### src/hw/lcp_pkg.sv
`default_nettype none
package lcp_pkg;

    // ------------------------------------------------------------
    // Register map (serial bus register addresses)
    // ------------------------------------------------------------
    localparam logic [7:0] ADDR_CH9_CONTROL = 8'h0E;
    localparam logic [7:0] ADDR_CH1_DUTY    = 8'h16;
    localparam logic [7:0] ADDR_CH2_DUTY    = 8'h17;
    localparam logic [7:0] ADDR_NOINC_FIRST = 8'h16;
    localparam logic [7:0] ADDR_NOINC_LAST  = 8'h1E;
    localparam logic [7:0] READ_UNMAPPED    = 8'h00;

    // Reset values
    localparam logic [7:0] RESET_CONTROL = 8'h00;
    localparam logic [7:0] RESET_DUTY    = 8'h00;

    // ------------------------------------------------------------
    // Channel control layout: fader map 7:6, curve 5, slope 4:0
    // ------------------------------------------------------------
    localparam logic [1:0] FADER_NONE   = 2'h0;
    localparam logic       CURVE_LINEAR = 1'b0;
    localparam logic       CURVE_LOG    = 1'b1;
    localparam logic [4:0] SLOPE_OFF    = 5'h00;

    typedef struct packed {
        logic [1:0] fader_select;
        logic       curve_select;
        logic [4:0] thermal_slope;
    } lcp_ctrl_t;

    typedef logic [7:0] lcp_duty_t;

    // ------------------------------------------------------------
    // Thermal and PWM constants
    // ------------------------------------------------------------
    localparam logic signed [8:0] REF_TEMP_C      = 9'sd25;
    localparam int                THERMAL_SHIFT   = 10;
    localparam lcp_duty_t         DUTY_FULL       = 8'hFF;
    localparam lcp_duty_t         PWM_TOP         = 8'hFE;
    localparam int                NUM_CH          = 3;
    localparam int                CH_IDX_9        = 2;

    // Serial bus slave
    localparam logic [6:0] DEV_ADDR_DEFAULT = 7'h2A; // Arbitrary value
    localparam logic [3:0] BITS_PER_BYTE    = 4'h8;

    typedef enum logic [3:0] {
        SB_IDLE, SB_DEVADDR, SB_ACK_DEV, SB_REGADDR, SB_ACK_REG,
        SB_WDATA, SB_ACK_W, SB_RDATA, SB_ACK_R
    } lcp_sb_state_t;

endpackage : lcp_pkg
`default_nettype wire

### src/hw/lcp_chan_pwm.sv
`default_nettype none
module lcp_chan_pwm (
    input  wire logic              mclk_in,
    input  wire logic              reset_n_in,
    input  wire lcp_pkg::lcp_ctrl_t ctrl_in,
    input  wire lcp_pkg::lcp_duty_t direct_duty_in,
    input  wire lcp_pkg::lcp_duty_t engine_duty_in,
    input  wire logic              engine_active_in,
    input  wire logic [23:0]       fader_levels_in,
    input  wire logic signed [7:0] temperature_in,
    output logic                   pwm_out
);
    import lcp_pkg::*;

    lcp_duty_t          base;
    lcp_duty_t          fader_level;
    lcp_duty_t          faded;
    lcp_duty_t          curved;
    logic [15:0]        fade_prod;
    logic [15:0]        curve_prod;
    logic               slope_neg;
    logic [3:0]         slope_mag;
    logic signed [5:0]  slope_val;
    logic signed [8:0]  delta;
    logic signed [13:0] slope_delta;
    logic signed [22:0] corr_full;
    logic signed [12:0] corr;
    logic signed [12:0] sum;
    lcp_duty_t          eff_duty;
    lcp_duty_t          cnt;

    // ------------------------------------------------------------
    // Effective duty
    // ------------------------------------------------------------
    assign base = engine_active_in ? engine_duty_in : direct_duty_in;

    // Product plus base keeps full scale times full scale at full scale
    assign fader_level = fader_levels_in[8*(ctrl_in.fader_select - 2'h1) +: 8];
    assign fade_prod   = 16'(base) * 16'(fader_level) + 16'(base);
    assign faded = (ctrl_in.fader_select == FADER_NONE) ? base : fade_prod[15:8];

    // Square law stands in for the logarithmic curve: cheap and monotonic
    assign curve_prod = 16'(faded) * 16'(faded) + 16'(faded);
    assign curved = (ctrl_in.curve_select == CURVE_LOG) ? curve_prod[15:8] : faded;

    // Zero deviation or zero slope gives zero correction
    assign delta       = {temperature_in[7], temperature_in} - REF_TEMP_C;
    // Sign and magnitude, not two's complement: the top code is the steepest negative slope
    assign {slope_neg, slope_mag} = ctrl_in.thermal_slope;
    assign slope_val   = slope_neg ? -$signed({2'b00, slope_mag})
                                   : $signed({2'b00, slope_mag});
    assign slope_delta = 14'(slope_val) * 14'(delta);
    assign corr_full   = $signed({1'b0, curved}) * slope_delta;
    assign corr        = corr_full[22:THERMAL_SHIFT];
    assign sum         = $signed({5'h00, curved}) + corr;

    always_comb begin
        if (sum < 13'sd0) begin
            eff_duty = 8'h00;
        end else if (sum > $signed({5'h00, DUTY_FULL})) begin
            eff_duty = DUTY_FULL;
        end else begin
            eff_duty = sum[7:0];
        end
    end

    // ------------------------------------------------------------
    // PWM: period of 255 counts, so each code adds 1/255
    // ------------------------------------------------------------
    always_ff @(posedge mclk_in or negedge reset_n_in) begin
        if (!reset_n_in) begin
            cnt <= 8'h00;
        end else if (cnt == PWM_TOP) begin
            cnt <= 8'h00;
        end else begin
            cnt <= cnt + 8'h01;
        end
    end

    // Full code is above every count, so the output never drops
    always_ff @(posedge mclk_in or negedge reset_n_in) begin
        if (!reset_n_in) begin
            pwm_out <= 1'b0;
        end else begin
            pwm_out <= (cnt < eff_duty);
        end
    end

endmodule : lcp_chan_pwm
`default_nettype wire

### src/hw/lcp_led_ctrl.sv
`default_nettype none
// How it works
// - Control bits 7:6 route channel 9 to no fader or fader 1-3; reset 00.
// - Control bit 5 picks linear or logarithmic curve, for engine and direct duty.
// - Control bits 4:0 set thermal slope in 0.1 steps, -1.5 to +1.5; reset 0.
// - Slope code is signed; 00000 turns thermal correction off.
// - Correction is zero at 25 degrees and grows with deviation from it.
// - Duty registers drive outputs only while no program engine drives them.
// - After reset direct duty control is in force.
// - No address auto-increment for accesses to addresses 0x16 to 0x1E.
// - Eight-bit duty code is linear, 1/255 of full duty per step.
// - Code FF holds output fully on; duty registers reset to zero.
// - Channel 2 duty register at 0x17, channel 1 at 0x16, same encoding.
// - A fader dims all outputs mapped to it, scaling each ratiometrically.
module lcp_led_ctrl #(
    parameter logic [6:0] DEV_ADDR = lcp_pkg::DEV_ADDR_DEFAULT
) (
    input  wire logic                             mclk_in,
    input  wire logic                             reset_n_in,
    input  wire logic                             scl_in,
    input  wire logic                             sda_in,
    output logic                                  sda_out,
    output logic                                  sda_oe_out,
    input  wire lcp_pkg::lcp_ctrl_t               ctrl_ch1_in,
    input  wire lcp_pkg::lcp_ctrl_t               ctrl_ch2_in,
    input  wire lcp_pkg::lcp_duty_t               duty_ch9_in,
    input  wire lcp_pkg::lcp_duty_t [2:0]         engine_duty_in,
    input  wire logic [2:0]                       engine_active_in,
    input  wire logic [23:0]                      fader_levels_in,
    input  wire logic signed [7:0]                temperature_in,
    output logic [2:0]                            pwm_out
);
    import lcp_pkg::*;

    lcp_ctrl_t     channel9_control;
    lcp_duty_t     channel1_duty;
    lcp_duty_t     channel2_duty;

    logic [1:0]    scl_sync;
    logic [1:0]    sda_sync;
    logic          scl_q;
    logic          sda_q;
    logic          scl_rise;
    logic          scl_fall;
    logic          bus_start;
    logic          bus_stop;

    lcp_sb_state_t state;
    logic [3:0]    bitcnt;
    logic [7:0]    shreg;
    logic [7:0]    txreg;
    logic [7:0]    ptr;
    logic          rw_read;
    logic          host_nack;
    logic          byte_done;
    logic          write_strobe;
    logic          ptr_advance;
    logic [7:0]    next_ptr;
    logic [7:0]    read_addr;
    logic [7:0]    read_data;

    lcp_ctrl_t [2:0] ctrl_arr;
    lcp_duty_t [2:0] duty_arr;

    // ------------------------------------------------------------
    // Pin synchronisers and bus conditions
    // ------------------------------------------------------------
    always_ff @(posedge mclk_in or negedge reset_n_in) begin
        if (!reset_n_in) begin
            scl_sync <= 2'h3;
            sda_sync <= 2'h3;
        end else begin
            scl_sync <= {scl_sync[0], scl_in};
            sda_sync <= {sda_sync[0], sda_in};
        end
    end

    always_ff @(posedge mclk_in or negedge reset_n_in) begin
        if (!reset_n_in) begin
            scl_q <= 1'b1;
            sda_q <= 1'b1;
        end else begin
            scl_q <= scl_sync[1];
            sda_q <= sda_sync[1];
        end
    end

    assign scl_rise  = scl_sync[1] & ~scl_q;
    assign scl_fall  = ~scl_sync[1] & scl_q;
    assign bus_start = scl_sync[1] & scl_q & sda_q & ~sda_sync[1];
    assign bus_stop  = scl_sync[1] & scl_q & ~sda_q & sda_sync[1];
    assign byte_done = scl_fall & (bitcnt == BITS_PER_BYTE);

    // ------------------------------------------------------------
    // Register pointer and read mux
    // ------------------------------------------------------------
    always_comb begin
        if (ptr >= ADDR_NOINC_FIRST && ptr <= ADDR_NOINC_LAST) begin
            next_ptr = ptr;
        end else begin
            next_ptr = ptr + 8'h01;
        end
    end

    // The next read byte is fetched while the pointer steps, so look one ahead
    assign read_addr = (state == SB_ACK_R) ? next_ptr : ptr;

    always_comb begin
        unique case (read_addr)
            ADDR_CH9_CONTROL: read_data = channel9_control;
            ADDR_CH1_DUTY:    read_data = channel1_duty;
            ADDR_CH2_DUTY:    read_data = channel2_duty;
            default:          read_data = READ_UNMAPPED;
        endcase
    end

    assign write_strobe = byte_done & (state == SB_WDATA);
    assign ptr_advance  = scl_fall & ((state == SB_ACK_W)
                        | (state == SB_ACK_R & ~host_nack));

    // ------------------------------------------------------------
    // Serial bus slave state machine
    // ------------------------------------------------------------
    always_ff @(posedge mclk_in or negedge reset_n_in) begin
        if (!reset_n_in) begin
            state <= SB_IDLE;
        end else if (bus_stop) begin
            state <= SB_IDLE;
        end else if (bus_start) begin
            state <= SB_DEVADDR;
        end else if (scl_fall) begin
            unique case (state)
                SB_IDLE:    state <= SB_IDLE;
                SB_DEVADDR: if (byte_done) begin
                    state <= (shreg[7:1] == DEV_ADDR) ? SB_ACK_DEV : SB_IDLE;
                end
                SB_ACK_DEV: state <= rw_read ? SB_RDATA : SB_REGADDR;
                SB_REGADDR: if (byte_done) begin
                    state <= SB_ACK_REG;
                end
                SB_ACK_REG: state <= SB_WDATA;
                SB_WDATA:   if (byte_done) begin
                    state <= SB_ACK_W;
                end
                SB_ACK_W:   state <= SB_WDATA;
                SB_RDATA:   if (byte_done) begin
                    state <= SB_ACK_R;
                end
                SB_ACK_R:   state <= host_nack ? SB_IDLE : SB_RDATA;
            endcase
        end
    end

    // Bit counter and receive shifter work on rising clock edges
    always_ff @(posedge mclk_in or negedge reset_n_in) begin
        if (!reset_n_in) begin
            bitcnt <= 4'h0;
            shreg  <= 8'h00;
        end else if (bus_start || byte_done) begin
            bitcnt <= 4'h0;
        end else if (scl_rise && bitcnt != BITS_PER_BYTE
                     && (state == SB_DEVADDR || state == SB_REGADDR
                         || state == SB_WDATA || state == SB_RDATA)) begin
            bitcnt <= bitcnt + 4'h1;
            shreg  <= {shreg[6:0], sda_sync[1]};
        end
    end

    always_ff @(posedge mclk_in or negedge reset_n_in) begin
        if (!reset_n_in) begin
            rw_read   <= 1'b0;
            host_nack <= 1'b0;
        end else begin
            if (byte_done && state == SB_DEVADDR) begin
                rw_read <= shreg[0];
            end
            if (scl_rise && state == SB_ACK_R) begin
                host_nack <= sda_sync[1];
            end
        end
    end

    always_ff @(posedge mclk_in or negedge reset_n_in) begin
        if (!reset_n_in) begin
            ptr <= 8'h00;
        end else if (byte_done && state == SB_REGADDR) begin
            ptr <= shreg;
        end else if (ptr_advance) begin
            ptr <= next_ptr;
        end
    end

    // Transmit shifter: loaded when a read byte starts, shifted on falls
    always_ff @(posedge mclk_in or negedge reset_n_in) begin
        if (!reset_n_in) begin
            txreg <= 8'hFF;
        end else if (scl_fall && state == SB_ACK_DEV && rw_read) begin
            txreg <= read_data;
        end else if (ptr_advance && state == SB_ACK_R) begin
            txreg <= read_data;
        end else if (scl_fall && state == SB_RDATA && !byte_done) begin
            txreg <= {txreg[6:0], 1'b1};
        end
    end

    // Open drain: only ever pulls low
    always_ff @(posedge mclk_in or negedge reset_n_in) begin
        if (!reset_n_in) begin
            sda_oe_out <= 1'b0;
        end else begin
            sda_oe_out <= (state == SB_ACK_DEV) | (state == SB_ACK_REG)
                        | (state == SB_ACK_W) | ((state == SB_RDATA) & ~txreg[7]);
        end
    end

    assign sda_out = 1'b0;

    // ------------------------------------------------------------
    // Registers
    // ------------------------------------------------------------
    always_ff @(posedge mclk_in or negedge reset_n_in) begin
        if (!reset_n_in) begin
            channel9_control <= RESET_CONTROL;
        end else if (write_strobe && ptr == ADDR_CH9_CONTROL) begin
            channel9_control <= shreg;
        end
    end

    always_ff @(posedge mclk_in or negedge reset_n_in) begin
        if (!reset_n_in) begin
            channel1_duty <= RESET_DUTY;
        end else if (write_strobe && ptr == ADDR_CH1_DUTY) begin
            channel1_duty <= shreg;
        end
    end

    always_ff @(posedge mclk_in or negedge reset_n_in) begin
        if (!reset_n_in) begin
            channel2_duty <= RESET_DUTY;
        end else if (write_strobe && ptr == ADDR_CH2_DUTY) begin
            channel2_duty <= shreg;
        end
    end

    // ------------------------------------------------------------
    // Output channels: index 0 ch1, 1 ch2, 2 ch9
    // ------------------------------------------------------------
    assign ctrl_arr = {channel9_control, ctrl_ch2_in, ctrl_ch1_in};
    assign duty_arr = {duty_ch9_in, channel2_duty, channel1_duty};

    for (genvar ch = 0; ch < NUM_CH; ch++) begin : g_chan
        lcp_chan_pwm u_chan (
            .mclk_in          (mclk_in),
            .reset_n_in       (reset_n_in),
            .ctrl_in          (ctrl_arr[ch]),
            .direct_duty_in   (duty_arr[ch]),
            .engine_duty_in   (engine_duty_in[ch]),
            .engine_active_in (engine_active_in[ch]),
            .fader_levels_in  (fader_levels_in),
            .temperature_in   (temperature_in),
            .pwm_out          (pwm_out[ch])
        );
    end

endmodule : lcp_led_ctrl
`default_nettype wire

### config.mk
export PLATFORM = sky130hd
export DESIGN_NAME = lcp_led_ctrl
export DESIGN_NICKNAME = d
export VERILOG_FILES = /design/src/hw/lcp_pkg.sv /design/src/hw/lcp_chan_pwm.sv /design/src/hw/lcp_led_ctrl.sv
export SDC_FILE = /design/constraint.sdc
export NUM_CORES = 2
export LEC_CHECK = 0
export ABC_AREA = 1
export BUFFER_PORTS_ARGS = -buffer_cell sky130_fd_sc_hd__buf_2
export CORE_MARGIN = 2
export CORE_UTILIZATION = 45
export DETAILED_ROUTE_END_ITERATION = 12
export GPL_TIMING_DRIVEN = 1
export PLACE_DENSITY_LB_ADDON = 0.05
export SLEW_MARGIN = 20
export SYNTH_ARGS = -nofsm -noshare
export SYNTH_HDL_FRONTEND = slang
export SYNTH_HIERARCHICAL = 1
export SYNTH_SLANG_ARGS = --single-unit
### constraint.sdc
create_clock -name mclk_in -period 29.1 [get_ports mclk_in]
set_input_delay 2.91 -clock mclk_in [delete_from_list [all_inputs] [get_ports mclk_in]]
set_output_delay 2.91 -clock mclk_in [all_outputs]
set_load 0.03 [all_outputs]
==> results.toml <==
[critical_path]
ff2ff_setup_slack_ns = 11.66
slowest_stage = "fa_1"
path_class = "input pin to flop"
r2r_cells = 81
max_stage_delay_ns = 0.58
worstReg2RegEnd = "g_chan[2].u_chan/pwm_out"
r2r-start = "channel9_control[6]"
cp_max_fo = 17
cp_common_cell = "nand2_1"
worstPathRequired_ns = 29.41
start_kind = "input pin"
endpoint_kind = "flop"
arrival_ns = 19.76

[logic_synthesis]
synthTopCellsByArea = "fa_1 (32%), ha_1 (15%), inv_1 (11%)"
synth.distinct_cells = 65
yosysMostFrequentCell = "inv_1"
synth.top_cell.area_share_pct = 32.1
synth_common_cells = "inv_1 (1111), nand2_1 (949), fa_1 (597)"
syn_nets = 6082
synth.avg_cell_area_um2 = 7.52
synth_edf_count = 0
synthArstFlopShare_pct = 100
syn_area_um2 = 37200
synth_top_flop_cell = "dfrtp_1"
yosysWarnings = 6
synth_seq_cells = 92
synth_top_area_cell = "fa_1"
synthCells = 4950
seq_area_frac_synth_pct = 6.23

[drt]
vias = 30400
wl_um = 93400
drt-initial-drc-count = 1536
wl_met1_um = 45200
highest_layer = "met4"
ant_nets = 0
via_per_inst = 4.99
wl_per_cell_um = 15.3
drc_errors = 0
routed-wl-met2_um = 44700
drtPass1Iterations = 5
dr_wl_met3_um = 2420

[sta]
setup_violations = 0
fmax_mhz = 51.4
skew_ns = 0.00876
rsz0062_at_grt = "false"
final_max_slew_viol_count = 0
hold_violations = 0
worst_pin_slew_ns = 1.02
slew_headroom_pct = 31.4
fin_tns_setup_ns = 0
min_period_over_period_pct = 66.9
period_needed_ns = 19.46

[place]
hpwl_um = 81000
place_area_um2 = 38900
place.gp.congestion = 0.894
port_buffers = 90

[clocking]
tritoncts = "built"
htree_levels = 3
insertion_delay_ns = 0.38
clock_sinks = 92
clockRootBuffer = "clkbuf_16"
cts_resized = 0
cts_made_buffers = 9
clk_pin_slew_ns = 0.07
post_cts_buffers = 0
cts.path.max_buffers = 2
cts_hold_buf = 0

[hold_path]
holdCritStartpoint = "sda_sync[0]"
hp-class = "flop to flop"
hold_end = "sda_sync[1]"
min_path_cells = 0

[cells_and_area]
num-nets-final = 6144
fillers = 8472
drive_gt1_share_pct = 7.26
synthToLayoutAreaGrowth_pct = 5.32
diodes = 0
design_area_um2 = 39200

[global_route]
grt_pass1_wl_um = 161000
antenna_found_initial = 0
grt.overflow.total = 0
first_global_vias = 31400
grt_max_degree = 52
track_usage_pct = 23.0

[die]
core_region_area_um2 = 82000
dieArea_um2 = 85000
fp-row-count = 105
die_w_um = 292
start_util_pct = 45.4
io_pins = 92
die_y_um = 292

[job]
drv_cap = 0

[status]
status = "finished clean"
logic make-up (layout without fill, tap and decap cells):
kind of cell	after synthesis	after routing	synth area share, %
and+or+nand+nor	2007	2007	23.5
AOI/OAI and AO/OA	459	459	7.12
buffers and inverters	1196	1263	12.3
other	1	1	0.0101
xor gates and xnor gates	150	150	3.64
DFF	92	92	6.23
adders and majority gates	1045	1045	47.2
state kept, by name, summed over array words and instances, names as in the netlist, 2 cells and up:
signal / flops
g_chan.u_chan/cnt: 24
channel1_duty: 8
g_chan.u_chan/pwm_out: 3
ptr: 8
channel9_control: 8
txreg: 8
channel2_duty: 8
state: 4
shreg: 8
bitcnt: 4
scl_sync: 2
sda_sync: 2
final cells by class:
type | count | area, um2 | area share (%)
Multi-Input combinational cell | 3662 | 30300 | 77.3
Tap cell | 1070 | 1340 | 3.42
Clock inverter | 6 | 93.8 | 0.239
Sequential cell | 92 | 2320 | 5.92
Clock buffer | 10 | 229 | 0.584
Timing Repair Buffer | 111 | 611 | 1.56
Inverter | 1136 | 4290 | 10.9
through the flow:
step	worst slack, ns	utilization [%]	hold slack [ns]	cells
final	9.64	47.8	0.357	6087
after global routing	8.13	47.8	0.365	6087
after CTS	9.65	47.8	0.358	6087
after detailed placement	9.32	47.4	0.348	6071
after global placement	9.23	47.4	0.347	6071
after floorplan	11.55	-	0.345	4950
per-layer routing:
layer / vias to the layer above / global-route usage, %
met5: - / 0
met4: 0 / 3.37
met3: 51 / 1.22
met2: 386 / 39.3
met1: 14700 / 33.0
li1: 15200 / -
worst max path at each step:
stage | end | startpoint | cells after the start | slack (ns)
4_1_cts | g_chan[1].u_chan/pwm_out | ctrl_ch2_in[6] | 87 | 9.65
6_report | g_chan[1].u_chan/pwm_out | ctrl_ch2_in[6] | 87 | 9.64
3_3_place_gp | g_chan[1].u_chan/pwm_out | ctrl_ch2_in[6] | 86 | 9.23
3_5_place_dp | g_chan[1].u_chan/pwm_out | ctrl_ch2_in[6] | 86 | 9.32
2_1_floorplan | g_chan[1].u_chan/pwm_out | ctrl_ch2_in[6] | 86 | 11.55
5_1_grt | g_chan[1].u_chan/pwm_out | ctrl_ch2_in[6] | 87 | 8.13
placed cells by master, fill, tap and decap left out, types with 6 or more instances in the layout:
| master | Yosys | routed |
|---|---|---|
| inv_2 | 15 | 15 |
| inv_4 | 7 | 7 |
| buf_4 | 6 | 22 |
| o221ai_1 | 6 | 6 |
| nand4_1 | 26 | 26 |
| a21o_1 | 10 | 10 |
| nor4_1 | 13 | 13 |
| nor3_1 | 45 | 44 |
| xor2_1 | 80 | 80 |
| buf_2 | 6 | 89 |
| ha_1 | 448 | 448 |
| xnor2_1 | 66 | 66 |
| nand3_1 | 192 | 192 |
| or2_2 | 30 | 30 |
| nor2_4 | 12 | 12 |
| nor3b_1 | 6 | 6 |
| nand2_4 | 15 | 15 |
| o31ai_1 | 11 | 11 |
| a21oi_1 | 196 | 196 |
| nand3b_1 | 8 | 8 |
| inv_1 | 1111 | 1111 |
| nand2_2 | 66 | 66 |
| a31oi_1 | 6 | 6 |
| nor2_1 | 592 | 592 |
| a211oi_1 | 8 | 8 |
| o21a_1 | 12 | 12 |
| dfstp_2 | 14 | 14 |
| clkbuf_16 | 0 | 9 |
| o21ai_2 | 12 | 13 |
| nand2_1 | 949 | 949 |
| o21ai_1 | 29 | 33 |
| o21ai_0 | 132 | 127 |
| nor2_2 | 10 | 10 |
| nand3_2 | 22 | 22 |
| o21bai_1 | 8 | 8 |
| fa_1 | 597 | 597 |
| dfrtp_1 | 78 | 78 |
worst max-delay path, delay by kind of cell:
kind	cells	cell delay [ns]
compound gates	15	3.04
xor+xnor	2	0.26
simple gates	36	3.39
fa+ha+maj	18	8.23
buf+inv	16	1.87
Power is left out: the tool's default activity adds up to more than one toggle a clock period on the data nets, which glitch-free logic cannot reach.
